<file path="config.mk">
export PLATFORM = sky130hd
export DESIGN_NAME = wcp_bank
export DESIGN_NICKNAME = d
export VERILOG_FILES = /design/src/wcp_pkg.sv /design/src/wcp_current_decode.sv /design/src/wcp_pulse_timer.sv /design/src/wcp_bank.sv
export SDC_FILE = /design/constraint.sdc
export NUM_CORES = 1
export LEC_CHECK = 0
export BUFFER_PORTS_ARGS = -buffer_cell sky130_fd_sc_hd__buf_2
export CORE_ASPECT_RATIO = 1.2
export CORE_UTILIZATION = 45
export DETAILED_ROUTE_END_ITERATION = 10
export GPL_TIMING_DRIVEN = 0
export PLACE_DENSITY = 0.8
export SYNTH_ARGS = -nofsm -noshare
export SYNTH_HDL_FRONTEND = slang
export SYNTH_SLANG_ARGS = --single-unit
</file>
<file path="constraint.sdc">
create_clock -name mclk -period 2.4 [get_ports mclk]
set_input_delay 0 -clock mclk [delete_from_list [all_inputs] [get_ports mclk]]
set_output_delay 0 -clock mclk [all_outputs]
set_load 0.01 [all_outputs]
</file>
<file path="src/wcp_pkg.sv">
// Package: register map, field layout and timing for the wetting/pulse bank
package wcp_pkg;

  // ----------------------------------------------------------------------
  // Register indices and byte addresses
  // ----------------------------------------------------------------------
  localparam logic [7:0]  WC_SELECT_HI_IDX  = 8'h1e;
  localparam logic [7:0]  PULSE_CFG_IDX     = 8'h1f;
  localparam logic [7:0]  PULSE_EN_IDX      = 8'h20;
  localparam logic [9:0]  WC_SELECT_HI_ADDR = {WC_SELECT_HI_IDX, 2'b00};
  localparam logic [9:0]  PULSE_CFG_ADDR    = {PULSE_CFG_IDX, 2'b00};
  localparam logic [9:0]  PULSE_EN_ADDR     = {PULSE_EN_IDX, 2'b00};
  localparam int          ADDR_W            = 10;
  localparam int          REG_W             = 24;

  // ----------------------------------------------------------------------
  // Field layout and reset values
  // ----------------------------------------------------------------------
  localparam int          CODE_W            = 3;
  localparam int          NUM_PAIRS         = 4;
  localparam int          NUM_GROUPS        = 4;
  localparam int          NUM_INPUTS        = 24;
  localparam int          GROUP_SIZE        = 6;
  localparam int          FIRST_PAIR_INPUT  = 12;
  localparam int          WC_USED_W         = 12;
  localparam int          DUR_LSB           = 4;
  localparam int          DUR_MSB           = 6;
  localparam int          LEVEL_LSB         = 0;
  localparam logic [23:0] WC_WRITE_MASK     = 24'h00_0fff;
  localparam logic [23:0] PULSE_CFG_MASK    = 24'h00_007f;
  localparam logic [23:0] PULSE_EN_MASK     = 24'hff_ffff;
  localparam logic [23:0] REG_RESET         = 24'h00_0000;

  // ----------------------------------------------------------------------
  // Current encodings (typical mA)
  // ----------------------------------------------------------------------
  localparam logic [3:0]  MA_NONE = 4'h0;
  localparam logic [3:0]  MA_1    = 4'h1;
  localparam logic [3:0]  MA_2    = 4'h2;
  localparam logic [3:0]  MA_5    = 4'h5;
  localparam logic [3:0]  MA_10   = 4'ha;
  localparam logic [3:0]  MA_15   = 4'hf;
  localparam logic [2:0]  CODE_1  = 3'h1;
  localparam logic [2:0]  CODE_2  = 3'h2;
  localparam logic [2:0]  CODE_3  = 3'h3;
  localparam logic [2:0]  CODE_4  = 3'h4;
  localparam logic [2:0]  CODE_0  = 3'h0;

  // ----------------------------------------------------------------------
  // Pulse timing
  // ----------------------------------------------------------------------
  localparam int          CLK_HZ         = 20_000_000;
  localparam int          PULSE_STEP_US  = 64;
  localparam int          STEP_CYCLES    = (PULSE_STEP_US * CLK_HZ) / 1_000_000;
  localparam int          CNT_W          = 14;
  localparam int          PULSE_PERIOD_W = 24;

endpackage

</file>
<file path="src/wcp_current_decode.sv">
// Decoder from a 3-bit wetting current code to a current level
`timescale 1ns/1ps
`default_nettype none

module wcp_current_decode
  import wcp_pkg::*;
(
  // Code in
  input  wire logic [2:0] code,
  // Level out
  output logic      [3:0] level_ma
);

  always_comb
  begin
    unique case (code)
      CODE_0:  level_ma = MA_NONE;
      CODE_1:  level_ma = MA_1;
      CODE_2:  level_ma = MA_2;
      CODE_3:  level_ma = MA_5;
      CODE_4:  level_ma = MA_10;
      default: level_ma = MA_15;
    endcase
  end

endmodule

`default_nettype wire

</file>
<file path="src/wcp_pulse_timer.sv">
// Cleaning pulse timer: (code+1) x 64 us active window
`timescale 1ns/1ps
`default_nettype none

module wcp_pulse_timer
  import wcp_pkg::*;
(
  // Clock and reset
  input  wire logic        mclk,
  input  wire logic        rst,
  // Control
  input  wire logic        start,
  input  wire logic [2:0]  duration_code,
  // Status
  output logic             active
);

  logic [CNT_W-1:0] step_reg;
  logic [2:0]       steps_left_reg;

  always_ff @(posedge mclk)
  begin
    if (rst)
    begin
      active         <= 1'b0;
      step_reg       <= '0;
      steps_left_reg <= '0;
    end
    else if (start && !active)
    begin
      active         <= 1'b1;
      step_reg       <= CNT_W'(STEP_CYCLES - 1);
      steps_left_reg <= duration_code;
    end
    else if (active)
    begin
      if (step_reg != '0)
        step_reg <= step_reg - 1'b1;
      else if (steps_left_reg != '0)
      begin
        step_reg       <= CNT_W'(STEP_CYCLES - 1);
        steps_left_reg <= steps_left_reg - 1'b1;
      end
      else
        active <= 1'b0;
    end
  end

endmodule

`default_nettype wire

</file>
<file path="src/wcp_bank.sv">
// APB register bank for wetting current and cleaning pulse settings
`timescale 1ns/1ps
`default_nettype none

module wcp_bank
  import wcp_pkg::*;
(
  // Clock and reset
  input  wire logic        mclk,
  input  wire logic        rst,
  // APB slave
  input  wire logic        psel,
  input  wire logic        penable,
  input  wire logic        pwrite,
  input  wire logic [31:0] paddr,
  input  wire logic [31:0] pwdata,
  output logic      [31:0] prdata,
  output logic             pready,
  output logic             pslverr,
  // Pulse trigger from the scan sequencer
  input  wire logic        pulse_start,
  // Current source controls
  output logic      [15:0] pair_level_ma,
  output logic      [15:0] pulse_level_ma,
  output logic      [23:0] pulse_drive,
  output logic             pulse_busy
);

  // ----------------------------------------------------------------------
  // Registers
  // ----------------------------------------------------------------------
  logic [REG_W-1:0] wetting_current_select_hi_reg;
  logic [REG_W-1:0] pulse_time_current_config_reg;
  logic [REG_W-1:0] pulse_input_enable_reg;
  logic             start_sync1_reg;
  logic             start_sync2_reg;
  logic             timer_active;
  logic [15:0]      pair_level_next;
  logic [15:0]      pulse_level_next;
  logic [23:0]      pulse_drive_next;

  // ----------------------------------------------------------------------
  // APB decode
  // ----------------------------------------------------------------------
  logic             access;
  logic             hit_wc;
  logic             hit_cfg;
  logic             hit_en;
  logic             hit_any;
  logic             wr_ok;
  logic [31:0]      rdata_next;

  assign access  = psel && penable && !pready;
  assign hit_wc  = (paddr[ADDR_W-1:0] == WC_SELECT_HI_ADDR)
                   && (paddr[31:ADDR_W] == '0);
  assign hit_cfg = (paddr[ADDR_W-1:0] == PULSE_CFG_ADDR)
                   && (paddr[31:ADDR_W] == '0);
  assign hit_en  = (paddr[ADDR_W-1:0] == PULSE_EN_ADDR)
                   && (paddr[31:ADDR_W] == '0);
  assign hit_any = hit_wc || hit_cfg || hit_en;
  assign wr_ok   = access && pwrite && hit_any;

  always_comb
  begin
    rdata_next = '0;
    if (hit_wc)
      rdata_next = {8'h00, wetting_current_select_hi_reg};
    else if (hit_cfg)
      rdata_next = {8'h00, pulse_time_current_config_reg};
    else if (hit_en)
      rdata_next = {8'h00, pulse_input_enable_reg};
  end

  // One wait state: answer in the cycle after the first access cycle
  always_ff @(posedge mclk)
  begin
    if (rst)
    begin
      pready  <= 1'b0;
      pslverr <= 1'b0;
      prdata  <= '0;
    end
    else
    begin
      pready  <= access;
      pslverr <= access && !hit_any;
      prdata  <= (access && !pwrite) ? rdata_next : '0;
    end
  end

  // ----------------------------------------------------------------------
  // Register writes
  // ----------------------------------------------------------------------
  always_ff @(posedge mclk)
  begin
    if (rst)
      wetting_current_select_hi_reg <= REG_RESET;
    else if (wr_ok && hit_wc)
      wetting_current_select_hi_reg <= pwdata[REG_W-1:0]
                                       & WC_WRITE_MASK;
  end

  always_ff @(posedge mclk)
  begin
    if (rst)
      pulse_time_current_config_reg <= REG_RESET;
    else if (wr_ok && hit_cfg)
      pulse_time_current_config_reg <= pwdata[REG_W-1:0]
                                       & PULSE_CFG_MASK;
  end

  always_ff @(posedge mclk)
  begin
    if (rst)
      pulse_input_enable_reg <= REG_RESET;
    else if (wr_ok && hit_en)
      pulse_input_enable_reg <= pwdata[REG_W-1:0]
                                & PULSE_EN_MASK;
  end

  // ----------------------------------------------------------------------
  // Pulse trigger synchroniser and timer
  // ----------------------------------------------------------------------
  always_ff @(posedge mclk)
  begin
    if (rst)
    begin
      start_sync1_reg <= 1'b0;
      start_sync2_reg <= 1'b0;
    end
    else
    begin
      start_sync1_reg <= pulse_start;
      start_sync2_reg <= start_sync1_reg;
    end
  end

  wcp_pulse_timer u_timer
  (
    .mclk          (mclk),
    .rst           (rst),
    .start         (start_sync2_reg),
    .duration_code (pulse_time_current_config_reg[DUR_MSB:DUR_LSB]),
    .active        (timer_active)
  );

  // ----------------------------------------------------------------------
  // Current decoding per pair and per pulse group
  // ----------------------------------------------------------------------
  genvar gi;
  generate
    for (gi = 0; gi < NUM_PAIRS; gi++)
    begin : g_pair
      wcp_current_decode u_dec
      (
        .code     (wetting_current_select_hi_reg[gi*CODE_W +: CODE_W]),
        .level_ma (pair_level_next[gi*4 +: 4])
      );
    end
    for (gi = 0; gi < NUM_GROUPS; gi++)
    begin : g_group
      // Group 0 is inputs 0-5, up to group 3 for inputs 18-23
      assign pulse_level_next[gi*4 +: 4] =
        pulse_time_current_config_reg[LEVEL_LSB + gi] ? MA_15 : MA_10;
    end
    for (gi = 0; gi < NUM_INPUTS; gi++)
    begin : g_drive
      assign pulse_drive_next[gi] = timer_active
                                    && pulse_input_enable_reg[gi];
    end
  endgenerate

  // ----------------------------------------------------------------------
  // Registered outputs
  // ----------------------------------------------------------------------
  always_ff @(posedge mclk)
  begin
    if (rst)
    begin
      pair_level_ma  <= '0;
      pulse_level_ma <= '0;
      pulse_drive    <= '0;
      pulse_busy     <= 1'b0;
    end
    else
    begin
      pair_level_ma  <= pair_level_next;
      pulse_level_ma <= pulse_level_next;
      pulse_drive    <= pulse_drive_next;
      pulse_busy     <= timer_active;
    end
  end

endmodule

`default_nettype wire

</file>
==> results <==
- Static timing analysis puts the maximum clock frequency at between 0.4 and 0.5 GHz.
- The longest clock path from root to sink contains 2 buffers.
- The width of the die is around 100 um.
- The per-cell routed wire length is roughly 16 um.
- The main flop type after synthesis is dfxtp_1.
- In this run, synthesis produced a sequential element count of approximately 140.
- The H-tree was split into 4 levels.
- The detailed router placed between 4,000 and 5,000 vias in this run.
- The total routing resource utilization after global routing is between 20 and 25%.
- The area of the core is around 0.012 mm^2.
- The synthesis warning total is 0.
- During I/O placement, the number of pins put on the boundary was approximately 160.
- The final-report hold violation count is 0.
- Clock latency on the worst-skew pair, taken at its later pin, is ~430 ps.
- The min-delay analysis places its worst path in the category in -> reg.
- Of all nets on the critical path, the largest fanout is 8.
- After layout, the worst path uses between 90 and 100% of the clock period.
- In this run the static leakage power is 3.27 nW.
- Clock-pin slew was measured on the worst setup and hold paths at 60 ps.
- For this run the aggregate overflow at the end of global routing stands at 0.
- By area the synthesized netlist is led by dfxtp_1 51%, and2_1 4.2%, a21oi_1 3.3%, mux2i_1 3.2%, o31ai_1 2.8%.
- Setup repair after global routing left no endpoint under its margin.
- The tool flagged a number of max-cap violations equal to 0.
- For the pin with the worst max-slew slack, the measured transition is 838 ps.
- After legalization and detailed placement, the total HPWL measured approximately 11,000 um.
- Adding up every negative setup slack in the final design gives 0 ps.
- Row generation in the floorplan step produced 43 rows.
- After the first detailed-routing iteration, the DRC count stood at around 350.
- In the routed design, unresolved DRC markers number 0.
- The count of buffers inserted at the top-level ports is about 140.
- TritonCTS built the clock tree.
- The signed area change from the synthesized netlist to the final layout is 35.0%.
- The worst clock skew on the final layout is about 17 ps.
- The area of the mapped netlist is between 0.005 and 0.006 mm^2.
- The mean number of vias per cell is around 5.4.
- The number of enable-type register cells in the synthesized netlist is 0.
- STA puts the critical path data required time at about 2700 ps.
- The routed wire length is 15,000 um.
- The total power per unit cell area is ~760 mW/mm^2.
- Post-CTS timing repair inserted 0 buffers for setup.
- The synthesized design devotes to its leading area cell type between 50% and 60% of total area.
- The post-route netlist has a little under a third of its cells at a drive strength greater than 1.
- The endpoint arrival time on the critical path is around 2500 ps.
- The die extent in y is about 120 um.
- The worst setup path is captured at a flop.
- The final net count is 818.
- The worst pin sits at a relative slew slack of 43.9%.
- The nature of the critical path startpoint is a flop.
- Counting the fill cells in the layout gives 900.
- The maximum vdd drop is 0.000425 V.
- Clock tree synthesis found a total of 135 sinks.
- The most frequently used cell type in the post-synthesis netlist is dfxtp_1.
- The count of different cell masters after synthesis is 59.
- In this run the remaining antenna-violating nets after routing total 0.
- A synthesized cell averages slightly below 10 um^2.
- The total iterations of the first detailed-routing run is 5.
- The final antenna diode count is 0.
- The run finished with clean final reports.
- At the end of routability-driven placement, the weighted congestion stood at 0.892.
- The share of synthesized registers carrying an async set or reset is 0%.
- The full die area is about 0.012 mm^2.
- Counting instances in the post-synthesis netlist gives the leading cell types as 135 x dfxtp_1, 36 x and2_1, 35 x a21oi_1, 35 x nand2_1, 26 x nor2_1.
- The minimum period implied by the final worst setup slack is between 2000 and 2500 ps.
- The number of max-slew violations in the final report came to 0.
- The clock tree root driver cell is clkbuf_16.
- The final number of setup-violating endpoints is 0.
- The largest net degree at the start of global routing is 17.
- The number of antenna violations at the first check in global routing is 0.
- The largest total area in the synthesized netlist belongs to dfxtp_1.
- The synthesized instance count is roughly 550.
- The sequential-to-total area share from yosys stat is roughly half.
- The total clock buffers created by CTS is 17.
- The first global-routing pass estimated ~23,000 um of wire.
- The starting utilization of the core area is a little under half.
- The utilization after layout is just over 60%.
- The critical path is of the reg -> reg type.
- The via count of the first global-routing pass is between 4,000 and 5,000.
-- routing by layer --
layer | wire [um] | track usage, % | part of all wire (%) | vias to the layer above
li1 | - | - | - | 2339
met1 | 5880 | 26.6 | 39 | 2288
met2 | 7630 | 43.5 | 51 | 258
met3 | 954 | 4.84 | 6.4 | 42
met4 | 513 | 13.9 | 3.4 | 0
met5 | 0 | 0 | 0 | -
-- power by group --
part / switching [mW] / internal [mW] / total (mW)
logic: 0.247 / 0.203 / 0.450
registers: 0.0336 / 2.27 / 2.30
clock network: 1.12 / 1.60 / 2.72
-- repair_timing --
action / in CTS / in global routing
endpoints found under the setup margin: 0 / 1
hold endpoints to repair: 36 / 0
hold buffers: 29 / 0
resized for setup: 0 / 1
-- final timing paths --
check	startpoint	endpoint	slack [ps]	cells past startpoint
setup / recovery	u_timer.step_reg[0]	u_timer.step_reg[3]	160	6
hold / removal	pwrite	prdata[12]	70	4
setup reg to reg	u_timer.step_reg[0]	u_timer.step_reg[3]	160	6
hold reg to reg	start_sync1_reg	start_sync2_reg	440	1
-- cell usage in the layout, fill, tap and decap left out, types with 5 or more instances in the layout --
cell type,count
inv_8,5
o21ai_0,6
nor3_1,6
nand3_1,8
a22oi_1,12
nor2_1,26
a21oi_1,35
o211ai_1,5
dfxtp_1,135
nand2_1,35
inv_1,20
or3_1,5
and2_1,36
mux2i_1,17
clkbuf_16,17
nor4_1,20
or4_1,5
nand2b_1,10
o31ai_1,20
buf_4,19
conb_1,8
buf_1,7
nor2b_1,5
buf_2,151
nand4_1,19
dlygate4sd3_1,29
a31o_2,10
clkbuf_1,14
-- final cells by class --
class / count / area, um^2 / share of cell area (%)
clock inverter: 15 / 200 / 2.78
multi-input combinational: 345 / 2270 / 31.6
inverter: 21 / 78.8 / 1.10
buffer: 51 / 309 / 4.29
sequential: 135 / 2700 / 37.6
clock buffer: 17 / 425 / 5.91
tap: 157 / 196 / 2.73
timing repair buffer: 173 / 1010 / 14.0
-- critical path, stage by stage (launching register included) --
cell     delay [ps]
dfxtp_1         330
inv_1           140
ha_1            200
nor4b_1         390
nand4_2         270
o22ai_1         590
o21ai_0         180
-- logic make-up after synthesis --
logic type                 Yosys count  synth area share [%]
and+or+nand+nor                    205                  23.3
DFF                                135                  50.7
AOI/OAI and AO/OA                  111                  14.5
buffers and inverters               72                  7.28
muxes                               17                  3.19
adders and majority gates            4                 0.939
other                                1                0.0703
-- per-stage QoR --
stage | instance area (um^2) | setup slack [ps] | hold slack [ps] | cells | total power [mW]
after floorplan | 5360 | 553 | 103 | 552 | 2.61
after global placement | 6270 | 201 | 218 | 853 | 2.75
after global routing | 7200 | 12.1 | 105 | 914 | 5.63
after detailed placement | 6270 | 126 | 225 | 853 | 2.76
final | 7200 | 163 | 70.3 | 914 | 5.47
after CTS | 7190 | 141 | 49.9 | 914 | 5.49
Note: power is estimated with default switching activity, not from simulation.
